==> config.mk <==
export PLATFORM = sky130hd
export DESIGN_NAME = pwm_ramp_min_duty_control
export DESIGN_NICKNAME = d
export VERILOG_FILES = /design/src/inc/pwm_ramp_pkg.sv /design/src/inc/ramp_if.sv /design/src/logic/duty_slew.sv /design/src/logic/pwm_ramp_min_duty_control.sv
export SDC_FILE = /design/constraint.sdc
export NUM_CORES = 1
export LEC_CHECK = 0
export BUFFER_PORTS_ARGS = -buffer_cell sky130_fd_sc_hd__buf_2
export CAP_MARGIN = 20
export CORE_MARGIN = 4
export CORE_UTILIZATION = 45
export CTS_CLUSTER_DIAMETER = 200
export DETAILED_ROUTE_END_ITERATION = 10
export PLACE_DENSITY = 0.73
export SYNTH_ARGS = -nofsm -noshare
export SYNTH_HDL_FRONTEND = slang
export SYNTH_SLANG_ARGS = --single-unit
==> constraint.sdc <==
create_clock -name SYS_CLK -period 2.75 [get_ports SYS_CLK]
set_input_delay 0.1375 -clock SYS_CLK [delete_from_list [all_inputs] [get_ports SYS_CLK]]
set_output_delay 0.1375 -clock SYS_CLK [all_outputs]
set_load 0.03 [all_outputs]
==> src/inc/pwm_ramp_pkg.sv <==
// Constants and helpers for the fan PWM ramp and minimum-duty control block
package pwm_ramp_pkg;

	// ================================================================
	// Register map
	localparam logic [7:0] ACOUSTICS_ADDR  = 8'h62;
	localparam logic [7:0] ACOUSTICS_RESET = 8'h20;
	localparam logic [7:0] UNMAPPED_READ   = 8'h00;
	localparam logic [2:0] TACH_SYNC_RESET = 3'h6;

	// ================================================================
	// Field positions
	localparam int RATE_LSB      = 0;
	localparam int RATE_MSB      = 2;
	localparam int SMOOTH_BIT    = 3;
	localparam int SYNC_BIT      = 4;
	localparam int HOLD_PWM1_HOLD_MINIMUM_BIT = 5;
	localparam int HOLD_PWM2_HOLD_MINIMUM_BIT = 6;
	localparam int HOLD_PWM3_HOLD_MINIMUM_BIT = 7;

	// ================================================================
	// Timing: a slot is one duty step at the slowest rate
	localparam int  CLK_HZ        = 20000000;
	localparam int  SWEEP_TIME_MS = 37500;
	localparam int  DUTY_STEPS    = 255;
	localparam int  SLOT_CYCLES   = ((CLK_HZ / 1000) * SWEEP_TIME_MS) / DUTY_STEPS;
	localparam logic [7:0] DUTY_OFF = 8'h00;

	// ================================================================
	// Duty increment per time slot for each ramp-rate code
	function automatic logic [7:0] step_of(input logic [2:0] code);
		case (code)
			3'h0:    step_of = 8'h01;
			3'h1:    step_of = 8'h02;
			3'h2:    step_of = 8'h03;
			3'h3:    step_of = 8'h04;
			3'h4:    step_of = 8'h08;
			3'h5:    step_of = 8'h0c;
			3'h6:    step_of = 8'h18;
			default: step_of = 8'h30;
		endcase
	endfunction : step_of

endpackage : pwm_ramp_pkg

==> src/inc/ramp_if.sv <==
// Control and result signals between the register logic and the duty slew limiter
`timescale 1ns/1ns
interface ramp_if;
	logic [7:0] target;
	logic [7:0] step;
	logic       enable;
	logic       tick;
	logic [7:0] duty;

	modport ctrl (output target, output step, output enable, output tick, input duty);
	modport slew (input target, input step, input enable, input tick, output duty);
endinterface : ramp_if

==> src/logic/duty_slew.sv <==
// Slew limiter that walks the first PWM channel's duty toward its target
`timescale 1ns/1ns
module duty_slew (
	// Clock, reset, enable
	input  logic   clk,
	input  logic   rst_n,
	input  logic   ce,
	// Ramp control
	ramp_if.slew   rp
);

	logic [7:0] duty_q;
	logic [7:0] duty_d;
	logic [7:0] gap;

	assign rp.duty = duty_q;

	// ================================================================
	// Next duty: jump when smoothing is off, otherwise at most one step per slot
	always_comb
	begin
		gap    = (rp.target > duty_q) ? (rp.target - duty_q) : (duty_q - rp.target);
		duty_d = duty_q;
		if (!rp.enable)
			duty_d = rp.target;
		else if (rp.tick && (gap != 8'h00))
		begin
			if (rp.target > duty_q)
				duty_d = duty_q + ((gap < rp.step) ? gap : rp.step);
			else
				duty_d = duty_q - ((gap < rp.step) ? gap : rp.step);
		end
	end

	always_ff @(posedge clk or negedge rst_n)
	begin
		if (!rst_n)
			duty_q <= pwm_ramp_pkg::DUTY_OFF;
		else if (ce)
			duty_q <= duty_d;
	end

	// ================================================================
	// Checks
	a_slew_bounded: assert property (@(posedge clk) disable iff (!rst_n)
		(ce && rp.enable) |=> (((duty_q > $past(duty_q)) ? (duty_q - $past(duty_q))
			: ($past(duty_q) - duty_q)) <= $past(rp.step)))
		else $error("duty moved more than one step");

	a_slew_hold: assert property (@(posedge clk) disable iff (!rst_n)
		(ce && rp.enable && !rp.tick) |=> $stable(duty_q))
		else $error("duty moved outside a slot");

	a_direct_jump: assert property (@(posedge clk) disable iff (!rst_n)
		(ce && !rp.enable) |=> (duty_q == $past(rp.target)))
		else $error("duty did not jump to target");

endmodule : duty_slew

==> src/logic/pwm_ramp_min_duty_control.sv <==
// Acoustics control register with ramp, tach sync and below-threshold duty selection
`timescale 1ns/1ns
module pwm_ramp_min_duty_control #(
	parameter int SLOT_CYCLES = pwm_ramp_pkg::SLOT_CYCLES
) (
	// Clock, reset, enable
	input  logic       SYS_CLK,
	input  logic       RESETN,
	input  logic       CE,
	// Register port
	input  logic       REG_WE,
	input  logic       REG_RE,
	input  logic [7:0] REG_ADDR,
	input  logic [7:0] REG_WDATA,
	output logic [7:0] REG_RDATA,
	// Fan control inputs
	input  logic       AUTO_MODE,
	input  logic [2:0] BELOW_START,
	input  logic [7:0] DUTY1_CALC,
	input  logic [7:0] DUTY2_CALC,
	input  logic [7:0] DUTY3_CALC,
	input  logic [7:0] DUTY1_MIN,
	input  logic [7:0] DUTY2_MIN,
	input  logic [7:0] DUTY3_MIN,
	// Duty and tach sync outputs
	output logic [7:0] PWM1_DUTY,
	output logic [7:0] PWM2_DUTY,
	output logic [7:0] PWM3_DUTY,
	output logic [2:0] TACH_SYNC
);

	// ================================================================
	// Reset release
	logic       rst_s1_q;
	logic       rst_n;

	always_ff @(posedge SYS_CLK or negedge RESETN)
	begin
		if (!RESETN)
		begin
			rst_s1_q <= 1'b0;
			rst_n    <= 1'b0;
		end
		else
		begin
			rst_s1_q <= 1'b1;
			rst_n    <= rst_s1_q;
		end
	end

	// ================================================================
	// Acoustics register
	logic [7:0] ramp_ctrl_q;
	logic       reg_hit;
	logic [2:0] pwm1_ramp_rate;
	logic       pwm1_smooth_enable;
	logic       sync_three;
	logic       pwm1_hold_minimum;
	logic       pwm2_hold_minimum;
	logic       pwm3_hold_minimum;

	assign reg_hit            = (REG_ADDR == pwm_ramp_pkg::ACOUSTICS_ADDR);
	assign pwm1_ramp_rate     = ramp_ctrl_q[pwm_ramp_pkg::RATE_MSB:pwm_ramp_pkg::RATE_LSB];
	assign pwm1_smooth_enable = ramp_ctrl_q[pwm_ramp_pkg::SMOOTH_BIT];
	assign sync_three         = ramp_ctrl_q[pwm_ramp_pkg::SYNC_BIT];
	assign pwm1_hold_minimum  = ramp_ctrl_q[pwm_ramp_pkg::HOLD_PWM1_HOLD_MINIMUM_BIT];
	assign pwm2_hold_minimum  = ramp_ctrl_q[pwm_ramp_pkg::HOLD_PWM2_HOLD_MINIMUM_BIT];
	assign pwm3_hold_minimum  = ramp_ctrl_q[pwm_ramp_pkg::HOLD_PWM3_HOLD_MINIMUM_BIT];

	always_ff @(posedge SYS_CLK or negedge rst_n)
	begin
		if (!rst_n)
			ramp_ctrl_q <= pwm_ramp_pkg::ACOUSTICS_RESET;
		else if (CE && REG_WE && reg_hit)
			ramp_ctrl_q <= REG_WDATA;
	end

	// Reads are registered; any other address answers zero
	always_ff @(posedge SYS_CLK or negedge rst_n)
	begin
		if (!rst_n)
			REG_RDATA <= pwm_ramp_pkg::UNMAPPED_READ;
		else if (CE && REG_RE)
		begin
			if (reg_hit)
				REG_RDATA <= ramp_ctrl_q;
			else
				REG_RDATA <= pwm_ramp_pkg::UNMAPPED_READ;
		end
	end

	// ================================================================
	// Slot timer
	// The slowest code sweeps full scale in 37.5 s; faster codes
	// take bigger steps on the same slot so the timer is shared by all rates.
	logic [31:0] slot_cnt_q;
	logic        slot_tick;

	assign slot_tick = (slot_cnt_q == 32'(SLOT_CYCLES - 1));

	always_ff @(posedge SYS_CLK or negedge rst_n)
	begin
		if (!rst_n)
			slot_cnt_q <= 32'h0;
		else if (CE)
			slot_cnt_q <= slot_tick ? 32'h0 : slot_cnt_q + 32'h1;
	end

	// ================================================================
	// Below-threshold duty selection
	// Auto mode is an argument so the continuous assigns re-evaluate when it changes
	function automatic logic [7:0] pick_duty(
		input logic       auto_on,
		input logic       below,
		input logic       hold_min,
		input logic [7:0] calc,
		input logic [7:0] min_duty
	);
		if (auto_on && below)
			pick_duty = hold_min ? min_duty : pwm_ramp_pkg::DUTY_OFF;
		else
			pick_duty = calc;
	endfunction : pick_duty

	logic [7:0] target1;
	logic [7:0] target2;
	logic [7:0] target3;

	assign target1 = pick_duty(AUTO_MODE, BELOW_START[0], pwm1_hold_minimum,
		DUTY1_CALC, DUTY1_MIN);
	assign target2 = pick_duty(AUTO_MODE, BELOW_START[1], pwm2_hold_minimum,
		DUTY2_CALC, DUTY2_MIN);
	assign target3 = pick_duty(AUTO_MODE, BELOW_START[2], pwm3_hold_minimum,
		DUTY3_CALC, DUTY3_MIN);

	// ================================================================
	// First channel slew limiter
	ramp_if rp ();

	assign rp.target = target1;
	assign rp.step   = pwm_ramp_pkg::step_of(pwm1_ramp_rate);
	assign rp.enable = pwm1_smooth_enable;
	assign rp.tick   = slot_tick;

	duty_slew u_slew (
		.clk   (SYS_CLK),
		.rst_n (rst_n),
		.ce    (CE),
		.rp    (rp.slew)
	);

	assign PWM1_DUTY = rp.duty;

	// ================================================================
	// Channels two and three, tach synchronisation
	always_ff @(posedge SYS_CLK or negedge rst_n)
	begin
		if (!rst_n)
		begin
			PWM2_DUTY <= pwm_ramp_pkg::DUTY_OFF;
			PWM3_DUTY <= pwm_ramp_pkg::DUTY_OFF;
		end
		else if (CE)
		begin
			PWM2_DUTY <= target2;
			PWM3_DUTY <= target3;
		end
	end

	// Bit 0 is fan input 2, bit 1 input 3, bit 2 input 4
	always_ff @(posedge SYS_CLK or negedge rst_n)
	begin
		if (!rst_n)
			TACH_SYNC <= pwm_ramp_pkg::TACH_SYNC_RESET;
		else if (CE)
			TACH_SYNC <= {2'b11, sync_three};
	end

	// ================================================================
	// Checks
	a_reset_value: assert property (@(posedge SYS_CLK)
		$rose(rst_n) |-> (ramp_ctrl_q == 8'h20))
		else $error("register not at power-on value");

	a_write_lands: assert property (@(posedge SYS_CLK) disable iff (!rst_n)
		(CE && REG_WE && REG_ADDR == 8'h62) |=> (ramp_ctrl_q == $past(REG_WDATA)))
		else $error("write to acoustics register lost");

	a_read_back: assert property (@(posedge SYS_CLK) disable iff (!rst_n)
		(CE && REG_RE && !REG_WE && REG_ADDR == 8'h62) |=> (REG_RDATA == ramp_ctrl_q))
		else $error("readback differs from register");

	a_sync_all: assert property (@(posedge SYS_CLK) disable iff (!rst_n)
		(CE && sync_three) ##1 (CE && $stable(ramp_ctrl_q)) |-> (TACH_SYNC == 3'h7))
		else $error("fan input two not synchronised");

	a_sync_two: assert property (@(posedge SYS_CLK) disable iff (!rst_n)
		(CE && !sync_three) ##1 (CE && $stable(ramp_ctrl_q)) |-> (TACH_SYNC == 3'h6))
		else $error("fan input two wrongly synchronised");

	a_ch2_below: assert property (@(posedge SYS_CLK) disable iff (!rst_n)
		(CE && AUTO_MODE && BELOW_START[1])
		|=> (PWM2_DUTY == ($past(pwm2_hold_minimum) ? $past(DUTY2_MIN) : 8'h00)))
		else $error("channel two below-threshold duty wrong");

	a_ch3_below: assert property (@(posedge SYS_CLK) disable iff (!rst_n)
		(CE && AUTO_MODE && BELOW_START[2])
		|=> (PWM3_DUTY == ($past(pwm3_hold_minimum) ? $past(DUTY3_MIN) : 8'h00)))
		else $error("channel three below-threshold duty wrong");

	a_ch1_below: assert property (@(posedge SYS_CLK) disable iff (!rst_n)
		(CE && !pwm1_smooth_enable && AUTO_MODE && BELOW_START[0])
		|=> (PWM1_DUTY == ($past(pwm1_hold_minimum) ? $past(DUTY1_MIN) : 8'h00)))
		else $error("channel one below-threshold duty wrong");

	a_ch2_manual: assert property (@(posedge SYS_CLK) disable iff (!rst_n)
		(CE && !AUTO_MODE) |=> (PWM2_DUTY == $past(DUTY2_CALC)))
		else $error("channel two ignored computed duty");

endmodule : pwm_ramp_min_duty_control

==> results of run 1 <==
==> worst max-delay path by stage <==
stage | to | slack (ns)
after CTS | u_slew.rp.duty[7]$_DFFE_PN0P_ | -3.03
after floorplan | u_slew.rp.duty[7]$_DFFE_PN0P_ | -3.17
after detailed placement | u_slew.rp.duty[7]$_DFFE_PN0P_ | -3.23
after global routing | u_slew.rp.duty[7]$_DFFE_PN0P_ | -3.45
final | u_slew.rp.duty[7]$_DFFE_PN0P_ | -3.15
after global placement | u_slew.rp.duty[7]$_DFFE_PN0P_ | -3.02
==> registers in the layout, indices dropped and copies added, names as in the netlist, 8 cells and up <==
signal,flops
slot_cnt_q,32
PWM2_DUTY,8
PWM3_DUTY,8
REG_RDATA,8
ramp_ctrl_q,8
u_slew.rp.duty,8
==> cells in the mapped netlist (5+ instances only) <==
master     n
a21o_1     5
a21oi_1   28
a31oi_1   19
and2_1     5
and3_1    13
buf_2      7
clkbuf_1  16
dfrtp_1   74
ha_1      29
inv_1     29
mux2_2     7
mux2i_1   19
nand2_1   91
nand3_1   39
nand4_1   11
nor2_1    45
o21ai_0   23
o21ai_1    6
xnor2_1   28
xor2_1    11
==> layout make-up <==
cell class | count | area, um2
repair buffers | 228 | 1500
clock inverters | 5 | 60.1
flip-flops and latches | 75 | 1880
inverters | 30 | 113
fillers | 868 | 3880
clock buffers | 11 | 141
well taps | 140 | 175
multi-input cells | 449 | 3140
==> repair_timing <==
action | in CTS | in global routing
hold buffers | 7 | 1
pin swaps | 12 | 31
endpoints found under the hold margin | 8 | 1
setup endpoints to repair | 8 | 11
gates resized for setup | 10 | 25
setup buffers | 8 | 7
==> worst register-to-register path, delay by kind of cell, from the launching register on <==
| kind | cells | cell delay, ns |
|---|---|---|
| simple gates | 5 | 0.91 |
| xor+xnor | 2 | 0.38 |
| flops | 1 | 0.64 |
| mux | 3 | 0.59 |
| fa+ha+maj | 5 | 1.22 |
| buf+inv | 3 | 0.19 |
| compound gates | 11 | 1.87 |
==> kinds of logic (layout without fill, tap and decap cells) <==
logic type	after synthesis	after routing	synth area share (%)
multiplexers	28	28	5.87
flip-flops	75	75	37.3
buffers and inverters	60	274	4.82
XOR/XNOR	40	40	7.11
other	1	3	0.0745
adder cells (fa/ha/maj)	32	32	8.40
AO/OA/AOI/OAI	103	103	13.1
AND/OR/NAND/NOR	243	243	23.3
==> routing by layer <==
metal | wire length [um] | vias up | track usage (%)
li1 | - | 2445 | -
met3 | 606 | 36 | 5.20
met5 | 0 | - | 0
met1 | 5560 | 2431 | 24.8
met2 | 7590 | 134 | 38.9
met4 | 454 | 0 | 9.38
==> power by group through the flow <==
stage | Sequential [mW] | Combinational (mW) | Clock, mW
6_report | 1.31 | 4.20 | 0.877
5_1_grt | 1.33 | 4.56 | 0.943
4_1_cts | 1.31 | 3.80 | 0.899
3_5_place_dp | 1.33 | 3.59 | 0
3_3_place_gp | 1.33 | 3.48 | 0
2_1_floorplan | 1.48 | 2.05 | 0
==> cells in the final DEF, fill, tap and decap left out, types with 4 or more instances in the layout <==
master and count:
nand3_1 38, ha_1 22, o21ai_1 9, mux2_2 7, a21o_1 5, and2_1 5, buf_2 105, nor2_1 44
mux2i_1 14, a21oi_2 7, and3_1 11, nand3b_1 4, mux2i_2 4, xor2_1 11, o21ai_0 18, nand2_1 88
a21oi_1 21, dfrtp_1 73, a31oi_1 18, clkbuf_8 10, dlygate4sd3_1 8, xnor2_1 27, nand2b_1 4, nand4_1 11
inv_1 27, buf_4 111, nor3_1 4, ha_4 7
==> metrics by stage <==
stage / cell area (um2) / worst slack, ns / instances / hold WS (ns)
after floorplan: 5130 / -3.17 / 584 / -0.158
after global placement: 6460 / -3.02 / 900 / -0.0771
after detailed placement: 6460 / -3.23 / 900 / -0.0705
after CTS: 6850 / -3.03 / 931 / 0.000510
after global routing: 7010 / -3.45 / 938 / 0.00896
final: 7010 / -3.15 / 938 / 0.0157
==> metrics, run 1 <==
CTS tree=built; Clk Latency, worst-skew pair=0.36 ns; CP max-delay cell=dfstp_2; Die X=114 um; worst path bufs/invs=3; top_reg_cell synth=dfrtp_1; power density over the cells=912 nW/um2; Critical path origin=ramp_ctrl_q[5]$_DFFE_PN1P_; Die Y-Extent=114 um; switching power=2.57 mW; die area=12,900 um2; Setup Crit Path Kind=register to register; CTS H-tree lvls=3; Nets=898; I/O pins=108; number of synthesized flops with an enable pin=0; Syn-to-layout area delta=39.3%; VDD IR max=0.806 mV; status=finished with violations; maxcap violations=0; Core Area=10,900 um2; GP Congestion=0.901; leading area contributor after synthesis=dfrtp_1; Via density=5.38; leakage=3.35 nW; Synth area leaders=dfrtp_1 37%, ha_1 7.2%, nand2_1 6.8%, xnor2_1 4.9%, nand3_1 3.9%; initial antenna violation count=0; max frequency=0.169 GHz; Final Setup Violations=8; Int Pwr=3.83 mW; Synth top area share=36.8%; via count=5,046; initial core utilization=46.2%; I/O Buffers=105; TritonRoute pass-1 iters=5; Seq pwr share=20.6%; Sinks on Clock Net=75; worst hold path class=primary input to register; fin. max-slew vios=0; Top delay family on crit path=compound AO/OA/AOI/OAI gates; Post-Syn Area per Cell=8.65 um2; async set-reset flop share out of synthesis=100%; Total Wirelength=14.2 mm; r2r setup slk=-3.15 ns; clk slew on worst S/H paths=0.08 ns; Required @ worst endpoint=3.00 ns; worst r2r src=ramp_ctrl_q[5]$_DFFE_PN1P_; first-pass GRT wire length=22.7 mm; count of cell types in the netlist=66; final antenna-violating net count=0; R2R depth=29; Seq cells post-synth=75; critical path depth=29; GR Util All Layers=21.8%; r2r endpoint=u_slew.rp.duty[7]$_DFFE_PN0P_; Clock Skew=0.0117 ns; Syn. warnings=0; gr ovfl total=0; largest net degree at the start of global routing=74; Root Driver=clkbuf_8; WHS Endpoint=ramp_ctrl_q[7]$_DFFE_PN0P_; clock power share=13.7%; Hold Vio Cnt, Final=0; CP Capture Type=register; fraction of layout cells with a size suffix above 1=37.3%; cts bufs inserted=9; Final Critical Period=5.90 ns; Mapped Area=5030 um2; Seq/Total Area, Yosys=37.3%; RSZ-0062 raised after global routing=true; n_diodes=0; CP arrival=6.16 ns; CP Max Fanout=6; Final period util=215%; HP Start=REG_WDATA[7]; final design utilization=64.4%; Rows=38; Power, Total=6.40 mW; WHS Path Cells=2; Worst setup SP type=register; violation count after the first detailed-route iteration=271; hpwl dp=10.7 mm; Mapped Cells=582; DR DRC count=0; Setup WS post-layout=-3.15 ns; failing checks=setup timing; Comb power frac=65.7%; setup total negative slack=-20.08 ns; per-cell routed wire length=15.2 um; delay of the slowest critical-path stage=0.64 ns; Max Buffers Root-to-Sink=2; vias in the first global route=5,050; sw frac=40.2%
Power figures use the tool's default switching activity.
==> run 2: changes to the inputs <==
Settings changed: CORE_UTILIZATION 45 to 55, PLACE_DENSITY 0.73 to 0.85.
==> run 2 against run 1 <==
Effect of this change: the flow still finishes with violations (setup timing); setup slack worse by 0.43 ns; die area is 17% lower; total power is 16% higher; combinational power is 23% higher; clock power is 2% higher; first-iteration DRC count grew to 2.7 times the previous value; sequential power hardly changed; critical endpoint unchanged; largest cell class unchanged.
==> metrics, run 2 (same netlist as run 1, synthesis figures left out) <==
max frequency=0.158 GHz; clk slew on worst S/H paths=0.10 ns; Slew HR=40.4%; worst path bufs/invs=4; Max Buffers Root-to-Sink=2; Final period util=230%; die area=10,700 um2; GR Util All Layers=33.9%; hpwl dp=11.3 mm; Root Driver=clkbuf_8; initial core utilization=57.1%; CTS H-tree lvls=3; most frequent cells in the layout=118 x buf_4, 105 x buf_2, 84 x nand2_1; leakage=3.40 nW; Via density=6.50; Sinks on Clock Net=75; Setup WS post-layout=-3.58 ns; VDD IR max=1.21 mV; Final Setup Violations=8; worst hold path class=primary input to register; Hold Vio Cnt, Final=0; largest net degree at the start of global routing=48; cts bufs inserted=9; Die Y-Extent=104 um; Total Wirelength=20.5 mm; CP Max Fanout=6; Top delay family on crit path=compound AO/OA/AOI/OAI gates; n_diodes=0; Nets=904; Die X=104 um; status=finished with violations; r2r setup slk=-3.58 ns; failing checks=setup timing; DR DRC count=0; setup total negative slack=-23.51 ns; fraction of layout cells with a size suffix above 1=41.0%; fin. max-slew vios=0; vias in the first global route=5,945; Most common cell on crit path=a21oi_2; Final Critical Period=6.33 ns; Worst setup SP type=register; Core Area=8810 um2; I/O pins=108; CP arrival=6.57 ns; placed inst area=6420 um2; maxcap violations=0; violation count after the first detailed-route iteration=745; Syn-to-layout area delta=41.7%; final design utilization=81.0%; initial antenna violation count=0; power density over the cells=1040 nW/um2; final antenna-violating net count=0; CTS tree=built; Clk Latency, worst-skew pair=0.37 ns; critical path depth=30; Clock Skew=0.0214 ns; Power, Total=7.41 mW; worst r2r src=ramp_ctrl_q[5]$_DFFE_PN1P_; RSZ-0062 raised after global routing=true; CP max-delay cell=dfstp_2; via count=5,917; max reg flops=32; Rows=34; first-pass GRT wire length=29.5 mm; largest register by flop count=slot_cnt_q; Critical path origin=ramp_ctrl_q[5]$_DFFE_PN1P_; worst slew pin tran=0.893 ns; I/O Buffers=105; Hold Slack=0.00342 ns; gr ovfl total=0; CP Capture Type=register; per-cell routed wire length=22.5 um; commonest non-fill, non-tap cell in the layout=buf_4; final instance area=7130 um2; R2R depth=30; Setup Crit Path Kind=register to register; Fill cells=466; delay of the slowest critical-path stage=0.61 ns; r2r endpoint=u_slew.rp.duty[7]$_DFFE_PN0P_; worst setup path endpoint=u_slew.rp.duty[7]$_DFFE_PN0P_; TritonRoute pass-1 iters=8; GP Congestion=0.937; Required @ worst endpoint=2.99 ns
## run 2: stage by stage
| stage | cells | setup slack (ns) |
|---|---|---|
| after CTS | 907 | -3.10 |
| after floorplan | 584 | -3.17 |
| after detailed placement | 867 | -3.40 |
| after global routing | 911 | -3.72 |
| final | 911 | -3.58 |
| after global placement | 867 | -3.04 |
## run 2: what timing repair did
action,4_1_cts,5_1_grt
setup buffers,31,7
setup endpoints to repair,8,8
pin swaps,38,33
cloned,0,0
resized for setup,38,27
hold buffers,2,0
endpoints found under the hold margin,3,0
## run 2: cell type report
cell class	count	area (um2)	share of cell area, %
clock buffer	9	124	1.74
clock inverter	6	65.1	0.912
inverter	30	113	1.58
multi-input combinational	449	3270	45.8
sequential	75	1880	26.3
tap	108	135	1.89
timing repair buffer	234	1550	21.7
## run 2: worst min-delay path by stage
stage	start	to	slack, ns	depth (start not counted)
2_1_floorplan	RESETN	rst_n$_DFF_PN0_	-0.16	0
3_3_place_gp	RESETN	rst_s1_q$_DFF_PN0_	-0.08	1
3_5_place_dp	RESETN	rst_s1_q$_DFF_PN0_	-0.07	1
4_1_cts	REG_WDATA[4]	ramp_ctrl_q[4]$_DFFE_PN0P_	0.008	2
5_1_grt	REG_WDATA[1]	ramp_ctrl_q[1]$_DFFE_PN0P_	0.002	2
6_report	REG_WDATA[1]	ramp_ctrl_q[1]$_DFFE_PN0P_	0.003	2
## run 2: where the power goes
| group | total [mW] | leakage, nW | internal, mW | switching, mW |
|---|---|---|---|---|
| clock | 0.891 | 0.0955 | 0.417 | 0.475 |
| combinational | 5.18 | 2.36 | 2.50 | 2.69 |
| sequential | 1.34 | 0.949 | 1.21 | 0.127 |
## run 2: metal layers
layer,vias up,global-route usage (%),part of all wire (%)
li1,2452,-,-
met1,2715,36.8,34
met2,546,57.6,48
met3,204,7.40,9.5
met4,0,25.8,9.3
met5,-,0,0
==> run 3: changes to the inputs <==
Settings changed: PLACE_DENSITY 0.85 to 0.79.
==> run 3 against run 2 <==
Effect of this change: the run still ends with setup timing left; largest cell class unchanged; sequential cell count did not move; global-route usage fell by 6.4 points; final cell count fell by 1.1%; total power fell by 5.4%; via count fell by 11%; clock skew fell by 0.013 ns; routed wire length fell by 21%; die area did not move.
==> metrics, run 3 (same netlist as run 1, synthesis figures left out) <==
per-cell routed wire length=18.0 um; Int Pwr=4.04 mW; Fill cells=536; violation count after the first detailed-route iteration=317; RSZ-0062 raised after global routing=true; Syn-to-layout area delta=39.8%; status=finished with violations; Total Wirelength=16.2 mm; Final Setup Violations=8; final antenna-violating net count=0; I/O pins=108; clock power share=11.4%; r2r setup slk=-3.37 ns; worst hold path class=primary input to register; DR DRC count=0; Clock Skew=0.00857 ns; CTS H-tree lvls=3; Hold Slack=0.0179 ns; Sinks on Clock Net=75; failing checks=setup timing; max frequency=0.163 GHz; hpwl dp=11.3 mm; gr ovfl total=0; Slew HR=59.2%; clk slew on worst S/H paths=0.09 ns; Clk Latency, worst-skew pair=0.35 ns; largest register by flop count=slot_cnt_q; switching power=2.97 mW; GP Congestion=0.977; commonest non-fill, non-tap cell in the layout=buf_4; Die Y-Extent=104 um; die area=10,700 um2; Final Critical Period=6.12 ns; Layout Cells excl Fill=901; CP Max Fanout=7; Worst setup SP type=register; Nets=893; CTS tree=built; initial antenna violation count=0; dpl cells=868; sw frac=42.4%; leakage=3.35 nW; fin. max-slew vios=0; CP max-delay cell=dfstp_2; initial core utilization=57.1%; maxcap violations=0; most frequent cells in the layout=106 x buf_4, 105 x buf_2, 85 x nand2_1; first-pass GRT wire length=24.4 mm; Top delay family on crit path=compound AO/OA/AOI/OAI gates; Final period util=223%; Hold Vio Cnt, Final=0; worst path bufs/invs=2; max reg flops=32; I/O Buffers=105; r2r endpoint=u_slew.rp.duty[7]$_DFFE_PN0P_; fraction of layout cells with a size suffix above 1=39.0%; Required @ worst endpoint=2.98 ns; Rows=34; Comb power frac=69.7%; VDD IR max=1.15 mV; HP Start=REG_WDATA[5]; delay of the slowest critical-path stage=0.67 ns; Seq pwr share=19.0%; Setup Crit Path Kind=register to register; Core Area=8810 um2; Root Driver=clkbuf_8; power density over the cells=997 nW/um2; Setup WS post-layout=-3.37 ns; WHS Endpoint=ramp_ctrl_q[5]$_DFFE_PN1P_; Max Buffers Root-to-Sink=2; WHS Path Cells=2; worst r2r src=ramp_ctrl_q[5]$_DFFE_PN1P_; R2R depth=28; CP Capture Type=register; largest net degree at the start of global routing=48; TritonRoute pass-1 iters=5; cts bufs inserted=9; Die X=104 um; worst slew pin tran=0.612 ns; via count=5,254; vias in the first global route=5,295; CP arrival=6.36 ns; GR Util All Layers=27.4%; n_diodes=0; Via density=5.83
[run 3: metal layers]
metal	routed length [um]	vias to the layer above	share of wire [%]	track usage, %
li1	-	2435	-	-
met1	6020	2518	37	30.3
met2	8520	227	53	51.8
met3	805	74	5.0	3.92
met4	882	0	5.4	12.5
met5	0	-	0	0
[run 3: layout make-up]
type | instances | area (um2) | share of cell area (%)
multi-input combinational | 449 | 3260 | 46.4
sequential | 75 | 1880 | 26.7
timing repair buffer | 223 | 1460 | 20.8
inverter | 30 | 113 | 1.60
clock inverter | 7 | 57.6 | 0.818
clock buffer | 9 | 124 | 1.76
tap | 108 | 135 | 1.92
[run 3: worst max path at each step]
stage | from | end | slack [ns] | depth (start not counted)
6_report | ramp_ctrl_q[5]$_DFFE_PN1P_ | u_slew.rp.duty[7]$_DFFE_PN0P_ | -3.37 | 28
5_1_grt | ramp_ctrl_q[5]$_DFFE_PN1P_ | u_slew.rp.duty[7]$_DFFE_PN0P_ | -3.55 | 29
4_1_cts | ramp_ctrl_q[5]$_DFFE_PN1P_ | u_slew.rp.duty[7]$_DFFE_PN0P_ | -3.16 | 29
3_5_place_dp | AUTO_MODE | u_slew.rp.duty[7]$_DFFE_PN0P_ | -3.32 | 32
3_3_place_gp | AUTO_MODE | u_slew.rp.duty[7]$_DFFE_PN0P_ | -3.03 | 31
2_1_floorplan | ramp_ctrl_q[5]$_DFFE_PN1P_ | u_slew.rp.duty[7]$_DFFE_PN0P_ | -3.17 | 31
[run 3: through the flow]
| stage | power, mW | area [um2] | setup WS [ns] | setup TNS (ns) | util [%] |
|---|---|---|---|---|---|
| 2_1_floorplan | 3.53 | 5130 | -3.17 | -19.66 | - |
| 3_3_place_gp | 4.83 | 6410 | -3.03 | -19.28 | 72.8 |
| 3_5_place_dp | 5.00 | 6410 | -3.32 | -21.50 | 72.8 |
| 4_1_cts | 6.25 | 6830 | -3.16 | -20.31 | 77.6 |
| 5_1_grt | 7.37 | 7030 | -3.55 | -23.62 | 79.9 |
| 6_report | 7.01 | 7030 | -3.37 | -22.34 | 79.9 |
[run 3: what timing repair did]
item | in CTS | in global routing
pin swaps | 34 | 37
buffers inserted | 14 | 7
endpoints found under the hold margin | 3 | 0
gates resized for setup | 28 | 32
hold buffers | 2 | 0
setup endpoints to repair | 8 | 8
[run 3: power groups by stage]
stage | registers, mW | logic (mW) | clock network, mW
after floorplan | 1.48 | 2.05 | 0
after global placement | 1.34 | 3.50 | 0
after detailed placement | 1.34 | 3.65 | 0
after CTS | 1.33 | 4.12 | 0.806
after global routing | 1.34 | 5.15 | 0.868
final | 1.33 | 4.88 | 0.799
